$ cat config.mk
export PLATFORM = sky130hd
export DESIGN_NAME = dma_channel_control_decode
export DESIGN_NICKNAME = d
export VERILOG_FILES = /design/src/common/dma_ctl_pkg.sv /design/src/core/dma_channel_control_decode.sv
export SDC_FILE = /design/constraint.sdc
export NUM_CORES = 1
export LEC_CHECK = 0
export ABC_AREA = 1
export BUFFER_PORTS_ARGS = -buffer_cell sky130_fd_sc_hd__buf_2
export CORE_MARGIN = 5
export CORE_UTILIZATION = 29
export CTS_CLUSTER_SIZE = 8
export DETAILED_ROUTE_END_ITERATION = 12
export GPL_ROUTABILITY_DRIVEN = 0
export PLACE_DENSITY = 0.57
export REMOVE_ABC_BUFFERS = 1
export SLEW_MARGIN = 20
export SYNTH_ARGS = -nofsm -noshare
export SYNTH_HDL_FRONTEND = slang
export SYNTH_SLANG_ARGS = --single-unit
export TNS_END_PERCENT = 20
$ cat constraint.sdc
create_clock -name sys_clk_in -period 3.3 [get_ports sys_clk_in]
set_clock_uncertainty 0.15 [all_clocks]
set_input_delay 0 -clock sys_clk_in [delete_from_list [all_inputs] [get_ports sys_clk_in]]
set_output_delay 0 -clock sys_clk_in [all_outputs]
set_load 0.02 [all_outputs]
$ cat src/common/dma_ctl_pkg.sv
// package for the dma channel control decode block
package dma_ctl_pkg;
  // register index of the channel control register (no printed offset)
  localparam logic [3:0]  REG_CTRL      = 4'h0;
  // register index of the channel status word
  localparam logic [3:0]  REG_STATUS    = 4'h1;
  // register index of the transfer count
  localparam logic [3:0]  REG_COUNT     = 4'h2;
  // register index of the source pointer
  localparam logic [3:0]  REG_SRC       = 4'h3;
  // register index of the destination pointer
  localparam logic [3:0]  REG_DST       = 4'h4;

  // control register field positions
  localparam int BIT_DST_SPACE = 15;
  localparam int BIT_DST_DEC   = 14;
  localparam int BIT_DST_INC   = 13;
  localparam int BIT_SRC_SPACE = 12;
  localparam int BIT_SRC_DEC   = 11;
  localparam int BIT_SRC_INC   = 10;
  localparam int BIT_TC_EN     = 9;
  localparam int BIT_INT_EN    = 8;
  localparam int BIT_SYNC_HI   = 7;
  localparam int BIT_SYNC_LO   = 6;
  localparam int BIT_PRIO      = 5;
  localparam int BIT_INT_REQ   = 4;
  localparam int BIT_ARM_WE    = 2;
  localparam int BIT_ARM       = 1;
  localparam int BIT_WORD      = 0;

  // reset values; arm bit resets to zero
  localparam logic [15:0] CTRL_RESET    = 16'h0000;
  localparam logic [15:0] ZERO16        = 16'h0000;
  localparam logic [15:0] ONE16         = 16'h0001;
  localparam logic [15:0] STEP_BYTE     = 16'h0001;
  localparam logic [15:0] STEP_WORD     = 16'h0002;
  // control bits that hold state; reserved bit 3 and the write enable read zero
  localparam logic [15:0] CTRL_RW_MASK  = 16'hfff3;

  // synchronisation codes
  localparam logic [1:0]  SYNC_NONE     = 2'h0;
  localparam logic [1:0]  SYNC_SRC      = 2'h1;
  localparam logic [1:0]  SYNC_DST      = 2'h2;

  // register port request
  typedef struct packed {
    logic [3:0]  addr;
    logic [15:0] wdata;
    logic        wr;
    logic        rd;
  } reg_req_t;

  // one transfer as presented to the bus sequencer
  typedef struct packed {
    logic        word;
    logic [15:0] src;
    logic [15:0] dst;
    logic        src_io;
    logic        dst_io;
  } xfer_t;

  typedef enum logic [1:0] {
    ST_IDLE,
    ST_XFER,
    ST_WAIT
  } chan_state_t;
endpackage : dma_ctl_pkg

$ cat src/core/dma_channel_control_decode.sv
// one dma channel: control register decode, arming and transfer bookkeeping
//
// Contract
// width bit one moves 16-bit words
// width bit zero moves bytes
// pointers step two word, one byte
// synchronized channel stops at zero if enabled
// unsynchronized mode always stops at zero
// interrupt needs interrupt and stop enables
// sync codes none, source, destination
// software never writes sync code 11
// priority bit gives high priority
// internal select ignores external request pin
// internal requests require source sync
// arm bit written only with write enable
// arm bit arms channel, resets zero
// 8-bit bus variants ignore width bit
// software writes zero to reserved bits
// channel self-disarms at zero when stopping
// unsynchronized starts at once when armed
// count decrements by one per transfer
// equal step bits hold pointer constant
// control bit layout as fixed
//
// The address-and-strobe port and the register offsets were left to the implementer.
`timescale 1ns/1ps
`default_nettype none
module dma_channel_control_decode
  import dma_ctl_pkg::*;
#(
  parameter bit NARROW_BUS = 1'b0
) (
  // clock, reset, enable
  input  wire logic        sys_clk_in,
  input  wire logic        rst_in,
  input  wire logic        clk_en_in,
  // register port
  input  wire reg_req_t    reg_req_in,
  output logic [15:0]      reg_rdata_out,
  // request sources
  input  wire logic        external_request_pin_in,
  input  wire logic        internal_request_in,
  // bus sequencer handshake
  output logic             xfer_req_out,
  output xfer_t            xfer_out,
  input  wire logic        xfer_done_in,
  // decoded status
  output logic             high_priority_out,
  output logic             tc_irq_out,
  output logic             armed_out
);

  typedef struct packed {
    logic [15:0] ctrl;
    logic [15:0] count;
    logic [15:0] src;
    logic [15:0] dst;
    logic [15:0] rdata;
    logic        irq;
    chan_state_t st;
  } state_t;

  state_t s_q;
  state_t s_d;

  // pointer step: word or byte size, direction from the two bits
  function automatic logic [15:0] step_ptr(input logic [15:0] p, input logic inc,
                                           input logic dec, input logic word);
    logic [15:0] amt;
    amt = word ? STEP_WORD : STEP_BYTE;
    if (inc == dec) begin
      step_ptr = p;
    end else if (inc) begin
      step_ptr = p + amt;
    end else begin
      step_ptr = p - amt;
    end
  endfunction

  logic [1:0]  sync_select;
  logic        word_mode;
  logic        stop_at_zero_count;
  logic        req_seen;
  logic        count_last;

  // field decode
  always_comb begin
    sync_select        = {s_q.ctrl[BIT_SYNC_HI], s_q.ctrl[BIT_SYNC_LO]};
    word_mode          = s_q.ctrl[BIT_WORD] & ~NARROW_BUS;
    // unsynchronized transfers stop at zero as if the stop bit were set
    stop_at_zero_count = s_q.ctrl[BIT_TC_EN] | (sync_select == SYNC_NONE);
    // internal select masks the pin entirely; source sync assumed there
    req_seen           = s_q.ctrl[BIT_INT_REQ] ? internal_request_in
                                               : external_request_pin_in;
    count_last         = (s_q.count == ONE16);
  end

  // next state
  always_comb begin
    s_d       = s_q;
    s_d.irq   = 1'b0;
    s_d.rdata = ZERO16;
    case (s_q.st)
      ST_IDLE: begin
        if (s_q.ctrl[BIT_ARM]) begin
          // unsynchronized goes without any request; code 11 is left undefined
          if (sync_select == SYNC_NONE || req_seen) begin
            s_d.st = ST_XFER;
          end
        end
      end
      ST_XFER: begin
        if (xfer_done_in) begin
          s_d.count = s_q.count - ONE16;
          s_d.src   = step_ptr(s_q.src, s_q.ctrl[BIT_SRC_INC], s_q.ctrl[BIT_SRC_DEC], word_mode);
          s_d.dst   = step_ptr(s_q.dst, s_q.ctrl[BIT_DST_INC], s_q.ctrl[BIT_DST_DEC], word_mode);
          s_d.st    = ST_WAIT;
          if (count_last && stop_at_zero_count) begin
            s_d.ctrl[BIT_ARM] = 1'b0;
            // interrupt only when the real stop bit is set too
            s_d.irq = s_q.ctrl[BIT_INT_EN] & s_q.ctrl[BIT_TC_EN];
          end
        end
      end
      ST_WAIT: begin
        // one idle cycle lets a level request fall before it is sampled again
        s_d.st = ST_IDLE;
      end
      default: begin
        s_d.st = ST_IDLE;
      end
    endcase
    // register writes; software write comes after hardware disarm
    if (reg_req_in.wr) begin
      case (reg_req_in.addr)
        REG_CTRL: begin
          s_d.ctrl = (reg_req_in.wdata & CTRL_RW_MASK & ~(ONE16 << BIT_ARM))
                   | (s_d.ctrl & (ONE16 << BIT_ARM));
          if (reg_req_in.wdata[BIT_ARM_WE]) begin
            s_d.ctrl[BIT_ARM] = reg_req_in.wdata[BIT_ARM];
          end
        end
        REG_COUNT: s_d.count = reg_req_in.wdata;
        REG_SRC:   s_d.src   = reg_req_in.wdata;
        REG_DST:   s_d.dst   = reg_req_in.wdata;
        default:   s_d.count = s_d.count;
      endcase
    end
    // read data for the next cycle; unmapped reads return zero
    if (reg_req_in.rd) begin
      case (reg_req_in.addr)
        REG_CTRL:   s_d.rdata = s_q.ctrl;
        REG_STATUS: s_d.rdata = {13'h0000, (s_q.st == ST_XFER), s_q.ctrl[BIT_PRIO], s_q.ctrl[BIT_ARM]};
        REG_COUNT:  s_d.rdata = s_q.count;
        REG_SRC:    s_d.rdata = s_q.src;
        REG_DST:    s_d.rdata = s_q.dst;
        default:    s_d.rdata = ZERO16;
      endcase
    end
  end

  // state register, frozen while the enable is low
  always_ff @(posedge sys_clk_in) begin
    if (rst_in) begin
      s_q <= '{ctrl: CTRL_RESET, count: ZERO16, src: ZERO16, dst: ZERO16,
               rdata: ZERO16, irq: 1'b0, st: ST_IDLE};
    end else if (clk_en_in) begin
      s_q <= s_d;
    end
  end

  // outputs
  assign reg_rdata_out     = s_q.rdata;
  assign xfer_req_out      = (s_q.st == ST_XFER);
  assign xfer_out          = '{word: word_mode, src: s_q.src, dst: s_q.dst,
                               src_io: ~s_q.ctrl[BIT_SRC_SPACE], dst_io: ~s_q.ctrl[BIT_DST_SPACE]};
  assign high_priority_out = s_q.ctrl[BIT_PRIO];
  assign tc_irq_out        = s_q.irq;
  assign armed_out         = s_q.ctrl[BIT_ARM];

  // a write without the write enable keeps the arm bit
  property p_arm_guard;
    @(posedge sys_clk_in) disable iff (rst_in)
      (clk_en_in && reg_req_in.wr && reg_req_in.addr == REG_CTRL && !reg_req_in.wdata[BIT_ARM_WE]
       && s_q.st != ST_XFER) |=> (armed_out == $past(armed_out));
  endproperty
  a_arm_guard: assert property (p_arm_guard) else $error("arm bit changed without write enable");

  property p_arm_set;
    @(posedge sys_clk_in) disable iff (rst_in)
      (clk_en_in && reg_req_in.wr && reg_req_in.addr == REG_CTRL && reg_req_in.wdata[BIT_ARM_WE])
      |=> (armed_out == $past(reg_req_in.wdata[BIT_ARM]));
  endproperty
  a_arm_set: assert property (p_arm_set) else $error("arm bit did not follow enabled write");

  property p_count_dec;
    @(posedge sys_clk_in) disable iff (rst_in)
      (clk_en_in && xfer_req_out && xfer_done_in && !(reg_req_in.wr && reg_req_in.addr == REG_COUNT))
      |=> (s_q.count == $past(s_q.count) - ONE16);
  endproperty
  a_count_dec: assert property (p_count_dec) else $error("count did not drop by one");

  property p_irq_cause;
    @(posedge sys_clk_in) disable iff (rst_in)
      // a frozen pulse outlives its cause, so only the cycle that loaded it is judged
      (tc_irq_out && $past(clk_en_in))
      |-> ($past(s_q.ctrl[BIT_INT_EN]) && $past(s_q.ctrl[BIT_TC_EN]) && $past(count_last));
  endproperty
  a_irq_cause: assert property (p_irq_cause) else $error("interrupt without both enables");

  property p_word_step;
    @(posedge sys_clk_in) disable iff (rst_in)
      (clk_en_in && xfer_req_out && xfer_done_in && word_mode && s_q.ctrl[BIT_SRC_INC]
       && !s_q.ctrl[BIT_SRC_DEC] && !(reg_req_in.wr && reg_req_in.addr == REG_SRC))
      |=> (s_q.src == $past(s_q.src) + STEP_WORD);
  endproperty
  a_word_step: assert property (p_word_step) else $error("word step not two");

  property p_hold_ptr;
    @(posedge sys_clk_in) disable iff (rst_in)
      (clk_en_in && xfer_req_out && xfer_done_in && s_q.ctrl[BIT_DST_INC] == s_q.ctrl[BIT_DST_DEC]
       && !(reg_req_in.wr && reg_req_in.addr == REG_DST)) |=> $stable(s_q.dst);
  endproperty
  a_hold_ptr: assert property (p_hold_ptr) else $error("pointer moved with equal step bits");

  property p_unsync_start;
    @(posedge sys_clk_in) disable iff (rst_in)
      (clk_en_in && s_q.st == ST_IDLE && armed_out && sync_select == SYNC_NONE)
      |=> xfer_req_out;
  endproperty
  a_unsync_start: assert property (p_unsync_start) else $error("unsynchronized channel did not start");

  property p_self_disarm;
    @(posedge sys_clk_in) disable iff (rst_in)
      (clk_en_in && xfer_req_out && xfer_done_in && count_last && stop_at_zero_count && !reg_req_in.wr)
      |=> !armed_out ##1 !xfer_req_out;
  endproperty
  a_self_disarm: assert property (p_self_disarm) else $error("channel did not disarm at zero");

  property p_pin_ignored;
    @(posedge sys_clk_in) disable iff (rst_in)
      (clk_en_in && s_q.st == ST_IDLE && s_q.ctrl[BIT_INT_REQ] && !internal_request_in
       && sync_select != SYNC_NONE) |=> !xfer_req_out;
  endproperty
  a_pin_ignored: assert property (p_pin_ignored) else $error("external pin used under internal select");

  // byte transfers move an incrementing pointer by one
  property p_byte_step;
    @(posedge sys_clk_in) disable iff (rst_in)
      (clk_en_in && xfer_req_out && xfer_done_in && !word_mode && s_q.ctrl[BIT_SRC_INC]
       && !s_q.ctrl[BIT_SRC_DEC] && !(reg_req_in.wr && reg_req_in.addr == REG_SRC))
      |=> (s_q.src == $past(s_q.src) + STEP_BYTE);
  endproperty
  a_byte_step: assert property (p_byte_step) else $error("byte step not one");

  // a decrementing pointer steps down by the transfer size
  property p_dst_down;
    @(posedge sys_clk_in) disable iff (rst_in)
      (clk_en_in && xfer_req_out && xfer_done_in && s_q.ctrl[BIT_DST_DEC] && !s_q.ctrl[BIT_DST_INC]
       && !(reg_req_in.wr && reg_req_in.addr == REG_DST))
      |=> (s_q.dst == $past(s_q.dst) - ($past(word_mode) ? STEP_WORD : STEP_BYTE));
  endproperty
  a_dst_down: assert property (p_dst_down) else $error("decrementing pointer stepped wrong");

  // stop bit clear on a synchronized channel: still armed past zero
  property p_keep_armed;
    @(posedge sys_clk_in) disable iff (rst_in)
      (clk_en_in && xfer_req_out && xfer_done_in && count_last && !stop_at_zero_count && !reg_req_in.wr)
      |=> armed_out;
  endproperty
  a_keep_armed: assert property (p_keep_armed) else $error("channel stopped with stop bit clear");

  // both enables set: the last transfer raises the interrupt
  property p_irq_at_zero;
    @(posedge sys_clk_in) disable iff (rst_in)
      (clk_en_in && xfer_req_out && xfer_done_in && count_last && s_q.ctrl[BIT_INT_EN] && s_q.ctrl[BIT_TC_EN])
      |=> tc_irq_out;
  endproperty
  a_irq_at_zero: assert property (p_irq_at_zero) else $error("no interrupt at terminal count");

  // unsynchronized stops at zero without the stop bit, and stays quiet
  property p_unsync_stop;
    @(posedge sys_clk_in) disable iff (rst_in)
      (clk_en_in && xfer_req_out && xfer_done_in && count_last && sync_select == SYNC_NONE
       && !s_q.ctrl[BIT_TC_EN] && !reg_req_in.wr) |=> (!armed_out && !tc_irq_out);
  endproperty
  a_unsync_stop: assert property (p_unsync_stop) else $error("unsynchronized channel ran past zero");

  // a disarmed channel never starts
  property p_unarmed_quiet;
    @(posedge sys_clk_in) disable iff (rst_in)
      (clk_en_in && s_q.st == ST_IDLE && !armed_out) |=> !xfer_req_out;
  endproperty
  a_unarmed_quiet: assert property (p_unarmed_quiet) else $error("transfer started while disarmed");

  // priority output follows every accepted control write
  property p_prio_write;
    @(posedge sys_clk_in) disable iff (rst_in)
      (clk_en_in && reg_req_in.wr && reg_req_in.addr == REG_CTRL) |=> (high_priority_out == $past(reg_req_in.wdata[BIT_PRIO]));
  endproperty
  a_prio_write: assert property (p_prio_write) else $error("priority did not follow write");

  // external select: the pin alone starts a synchronized transfer
  property p_pin_used;
    @(posedge sys_clk_in) disable iff (rst_in)
      (clk_en_in && s_q.st == ST_IDLE && armed_out && !s_q.ctrl[BIT_INT_REQ] && sync_select != SYNC_NONE
       && external_request_pin_in) |=> xfer_req_out;
  endproperty
  a_pin_used: assert property (p_pin_used) else $error("external pin request not taken");

endmodule : dma_channel_control_decode
`default_nettype wire

==> results of run 1 <==
[layout by cell type (no fill, tap or decap), drive strengths merged, types with 2 or more instances in the layout]
| cell type | instances |
|---|---|
| fa | 2 |
| clkinv | 3 |
| nand3b | 9 |
| a22o | 4 |
| o22ai | 5 |
| and2 | 2 |
| nor3 | 11 |
| xnor2 | 2 |
| nor2 | 57 |
| o2111ai | 7 |
| dlygate4sd3 | 22 |
| nand3 | 56 |
| xor2 | 8 |
| clkinvlp | 2 |
| o211ai | 14 |
| ha | 32 |
| o221ai | 4 |
| o21ai | 63 |
| buf | 90 |
| nand4 | 5 |
| nand2 | 357 |
| a21oi | 128 |
| clkbuf | 11 |
| inv | 142 |
| or2 | 11 |
| dfxtp | 81 |
| o21a | 2 |
[flip-flops by register name (all words and copies together), names as in the netlist]
register           cells
tc_irq_out             1
s_q                   29
xfer_out              33
high_priority_out      1
reg_rdata_out         16
armed_out              1
[worst min-delay path, delay by kind of cell]
family / cells / cell delay, ns
AND/OR/NAND/NOR: 4 / 0.30
buffers and inverters: 1 / 0.12
AO/OA/AOI/OAI: 1 / 0.06
[cell type report]
type	instances	area, um^2
clock inverter	5	30.0
tap	285	357
inverter	142	533
clock buffer	11	253
fill	2534	15200
multi-input combinational	786	3960
timing repair buffer	112	703
sequential	81	1620
[metrics by stage]
step | utilization | cells | worst slack, ns | hold slack [ns] | total power [W]
2_1_floorplan | - | 1009 | 1.13 | -0.0809 | 0.00124
3_3_place_gp | 0.307 | 1384 | 0.694 | 0.176 | 0.00137
3_5_place_dp | 0.307 | 1384 | 0.635 | 0.187 | 0.00137
4_1_cts | 0.330 | 1422 | 0.631 | 0.0186 | 0.00236
5_1_grt | 0.330 | 1422 | 0.458 | 0.0634 | 0.00245
6_report | 0.330 | 1422 | 0.633 | 0.0257 | 0.00235
[routing by layer]
layer  routed length, um  global-route usage
met3                1080              0.0175
met2               10200               0.279
met1               10100               0.223
met4                 349              0.0454
met5                   0                   0
[power groups by stage]
stage	registers [W]	logic [W]	clock network, W
after floorplan	0.00103	0.000211	0
after global placement	0.00103	0.000341	0
after detailed placement	0.00103	0.000342	0
after CTS	0.00100	0.000362	0.000995
after global routing	0.00101	0.000410	0.00104
final	0.00100	0.000362	0.000978
[kinds of logic after synthesis]
logic type / count (synthesis) / synth area share
AO/OA/AOI/OAI: 232 / 0.191
XOR/XNOR: 10 / 0.0131
adder cells (fa/ha/maj): 34 / 0.0660
buffers and inverters: 229 / 0.163
flip-flops: 81 / 0.243
AND/OR/NAND/NOR: 510 / 0.323
[path summary, 6_finish.rpt]
| kind | from | endpoint |
|---|---|---|
| hold reg to reg | reg_rdata_out[4] | reg_rdata_out[4] |
| setup / recovery | s_q[80] | xfer_out[7] |
| setup reg to reg | s_q[80] | xfer_out[7] |
| hold / removal | reg_req_in[21] | reg_rdata_out[2] |
==> flow_summary.json, run 1 <==
{
  "viasPerCell": 4.84,
  "critPathTopFamily": "simple AND/OR/NAND/NOR gates",
  "route.detailed.drc": 0,
  "reg2reg_slack_ns": 0.63,
  "status": "complete, no violations",
  "cts-root-buf": "clkbuf_16",
  "drt_iter0_drc": 571,
  "crit_fanout": 15,
  "hold_class": "in -> reg",
  "clk_pin_slew_ns": 0.06,
  "antenna_found_initial": 0,
  "async_reset_ff_frac": 0,
  "numCtsBuffers": 9,
  "crit_slowest_cell": "inv_1",
  "final_area_um2": 7460,
  "htree_levels": 3,
  "wl_per_cell_um": 15.2,
  "die_x_um": 162,
  "ys_ff_latch": 81,
  "clk_path_buf_depth": 2,
  "switchingPower_w": 0.000684,
  "cts_resized": 0,
  "cp_data_required_time_ns": 3.35,
  "yosysSeqAreaShare": 0.243,
  "yosys_warnings": 0,
  "yosysMostFrequentCell": "nand2_1",
  "final_layout_size_suffix_gt1_frac": 0.125,
  "area_growth_pct": 11.8,
  "antenna_left": 0,
  "synth_area_leaders": "dfxtp_1 (24%), nand2_1 (20%), a21oi_1 (9.6%)",
  "p_int_w": 0.00166,
  "cts.sinks": 81,
  "port_buffers": 82,
  "post_cts_buffers": 0,
  "tritoncts": "done",
  "netlist_area_um2": 6670,
  "worstSetupPathType": "reg -> reg",
  "min_path_cells": 6,
  "layout.nets": 1194,
  "dieArea_um2": 26100,
  "rows": 55,
  "cp-start-kind": "register",
  "r2r_cells": 10,
  "slew_headroom": 0.496,
  "worst_slew_pin_slew_ns": 0.757,
  "netSwitchingFraction": 0.292,
  "ir_drop_mv": 0.211,
  "wirelength_um": 21600,
  "p_clk_frac": 0.417,
  "syn_avg_cell_area_um2": 6.09,
  "max_freq_mhz": 375,
  "hpwl_um": 16500,
  "synth_flop_cell": "dfxtp_1",
  "rsz0062_at_grt": "no",
  "setup_violations": 0,
  "clk_latency_ns": 0.35,
  "critPathMaxStageDelay_ns": 0.49,
  "p_leak_nw": 3.49,
  "ios": 83,
  "start_util": 0.295,
  "ys_types": 39,
  "combPwrFrac": 0.154,
  "grt_max_degree": 64,
  "yosysTopAreaCell": "dfxtp_1",
  "setup_tns_ns": 0,
  "overflow": 0,
  "slew_viol_final": 0,
  "ctsHoldBuffers": 22,
  "synthDominantCellAreaShare": 0.243,
  "crit_chain": "inv_1 -> ha_1 -> or2_2 -> nand3b_1 -> nand2_1 -> or2_2 -> nand3_1 -> nand2_1 -> nand3_1 -> a21oi_1",
  "maxCapViolCount": 0,
  "core_um2": 22600,
  "grt_pass1_vias": 6423,
  "n_antenna_cell": 0,
  "fp.dieH_um": 162,
  "crit_arrival_ns": 2.72,
  "synthCells": 1096,
  "min_period_over_period": 0.808,
  "powerDensity_nw_per_um2": 314,
  "cp.depth": 10,
  "period_needed_ns": 2.67,
  "grt_pass1_wl_um": 34900,
  "critPathCaptureType": "register",
  "grt_use_total": 0.165,
  "synth-edff-count": 0,
  "vias": 6886,
  "path_buf_inv": 1,
  "first_pass_iters": 5,
  "power.share.sequential": 0.428,
  "synthTopCellsByCount": "nand2_1 (353), inv_1 (134), a21oi_1 (128)",
  "finalHoldViolCount": 0,
  "place_area_um2": 6960
}
No activity file was read; power rests on OpenSTA's default activity.
==> run 2: changes to the inputs <==
==> constraint.sdc (replaced) <==
create_clock -name sys_clk_in -period 2.7 [get_ports sys_clk_in]
set_clock_uncertainty 0.15 [all_clocks]
set_input_delay 0 -clock sys_clk_in [delete_from_list [all_inputs] [get_ports sys_clk_in]]
set_output_delay 0 -clock sys_clk_in [all_outputs]
set_load 0.02 [all_outputs]
==> run 2 against run 1 <==
Sequential cell count is the same. Non-clock buffer count up 6. Routed wire length about the same. Hold slack got worse by 0.0061 ns. Die area unchanged. Clock power increased by 32%. Global-route usage rose by 0.31 points. Highest routed layer unchanged. Design area grew 0.67%.
==> flow_summary.json, run 2 (synthesis results as in run 1) <==
{
  "status": "complete, no violations",
  "slew_headroom": 0.498,
  "critPathMaxStageDelay_ns": 0.37,
  "clk_latency_ns": 0.35,
  "clk_pin_slew_ns": 0.07,
  "worstSetupPathType": "reg -> reg",
  "crit_chain": "inv_1 -> ha_1 -> or2_2 -> nand3_1 -> nand2_1 -> or2_2 -> nand3_1 -> nand2_1 -> nand3_1 -> a21oi_1",
  "grt_use_total": 0.168,
  "n_antenna_cell": 0,
  "final_cell_mix": "nand2_1 (353), inv_1 (134), a21oi_1 (128), buf_2 (82), dfxtp_1 (81)",
  "hpwl_um": 16500,
  "die_x_um": 162,
  "hold_class": "in -> reg",
  "route.top_layer_used": "met4",
  "wl_per_cell_um": 15.2,
  "ios": 83,
  "m1WireLength_um": 10300,
  "crit_slowest_cell": "inv_1",
  "dieArea_um2": 26100,
  "cp_data_required_time_ns": 2.75,
  "path_common_cell": "nand3_1",
  "path_buf_inv": 1,
  "wirelength_um": 21600,
  "antenna_found_initial": 0,
  "critPathCaptureType": "register",
  "final_area_um2": 7510,
  "final_layout_size_suffix_gt1_frac": 0.130,
  "slew_viol_final": 0,
  "setup_tns_ns": 0,
  "final_common_cell": "nand2_1",
  "antenna_left": 0,
  "cts-root-buf": "clkbuf_16",
  "p_leak_nw": 3.53,
  "start_util": 0.295,
  "vias": 6885,
  "route.detailed.drc": 0,
  "met3WireLength_um": 949,
  "fp.dieH_um": 162,
  "place_area_um2": 7000,
  "powerDensity_nw_per_um2": 394,
  "cts.sinks": 81,
  "overflow": 0,
  "period_needed_ns": 2.42,
  "largest_register_ffs": 33,
  "grt_max_degree": 64,
  "htree_levels": 3,
  "maxCapViolCount": 0,
  "fill_cells": 2508,
  "critPathTopFamily": "simple AND/OR/NAND/NOR gates",
  "rsz0062_at_grt": "no",
  "met2WireLength_um": 9860,
  "worst_slew_pin_slew_ns": 0.753,
  "core_um2": 22600,
  "port_buffers": 82,
  "numCtsBuffers": 9,
  "drt_iter0_drc": 459,
  "max_freq_mhz": 414,
  "grt_pass1_vias": 6659,
  "cp-start-kind": "register",
  "cts_resized": 0,
  "clk_path_buf_depth": 2,
  "rows": 55,
  "crit_arrival_ns": 2.47,
  "layout.nets": 1200,
  "first_pass_iters": 5,
  "min_period_over_period": 0.895,
  "ir_drop_mv": 0.320,
  "grt_pass1_wl_um": 35300,
  "tritoncts": "done",
  "area_growth_pct": 12.6,
  "setup_violations": 0,
  "crit_fanout": 15,
  "finalHoldViolCount": 0,
  "viasPerCell": 4.82
}
run 2: layer usage:
layer,vias to the layer above,global-route usage
li1,3581,-
met1,3102,0.232
met2,166,0.272
met3,36,0.0175
met4,0,0.0611
met5,-,0
run 2: power by group:
group	switching (W)	internal [W]	total (W)
clock network	0.000564	0.000727	0.00129
registers	0.0000178	0.00121	0.00123
logic	0.000292	0.000152	0.000443
total	0.000873	0.00209	0.00296
run 2: repair_timing:
action | in CTS | in global routing
hold buffers | 21 | 0
setup buffers | 0 | 0
endpoints found under the hold margin | 57 | 0
run 2: metrics by stage:
stage               setup WS (ns)   util  hold WS (ns)  instances  total power (W)
global placement            0.320  0.309         0.168       1391          0.00167
detailed placement          0.299  0.309         0.197       1391          0.00167
finish                      0.285  0.332        0.0196       1428          0.00296
floorplan                   0.533      -       -0.0809       1009          0.00152
global route               0.0622  0.332        0.0652       1428          0.00311
CTS                         0.294  0.332       0.00742       1428          0.00299
run 2: worst paths after layout:
kind | end | startpoint | cells past startpoint | slack [ns]
worst max-delay path | xfer_out[9] | s_q[80] | 10 | 0.28
worst min-delay path | reg_rdata_out[2] | reg_req_in[21] | 6 | 0.02
worst max register to register | xfer_out[9] | s_q[80] | 10 | 0.28
worst min register to register | reg_rdata_out[6] | reg_rdata_out[6] | 2 | 0.31
run 2: area by class of cell:
class | instances | area [um^2] | area share
Clock buffer | 9 | 225 | 0.0300
Clock inverter | 7 | 77.6 | 0.0103
Multi-Input combinational cell | 786 | 3960 | 0.528
Tap cell | 285 | 357 | 0.0475
Timing Repair Buffer | 118 | 733 | 0.0976
Sequential cell | 81 | 1620 | 0.216
Inverter | 142 | 533 | 0.0710
run 2: worst register-to-register path, delay by kind of cell, from the launching register on:
kind	cells	cell delay, ns
AO/OA/AOI/OAI	1	0.06
adder cells (fa/ha/maj)	1	0.36
buffers and inverters	1	0.37
flip-flops	1	0.31
AND/OR/NAND/NOR	7	1.02
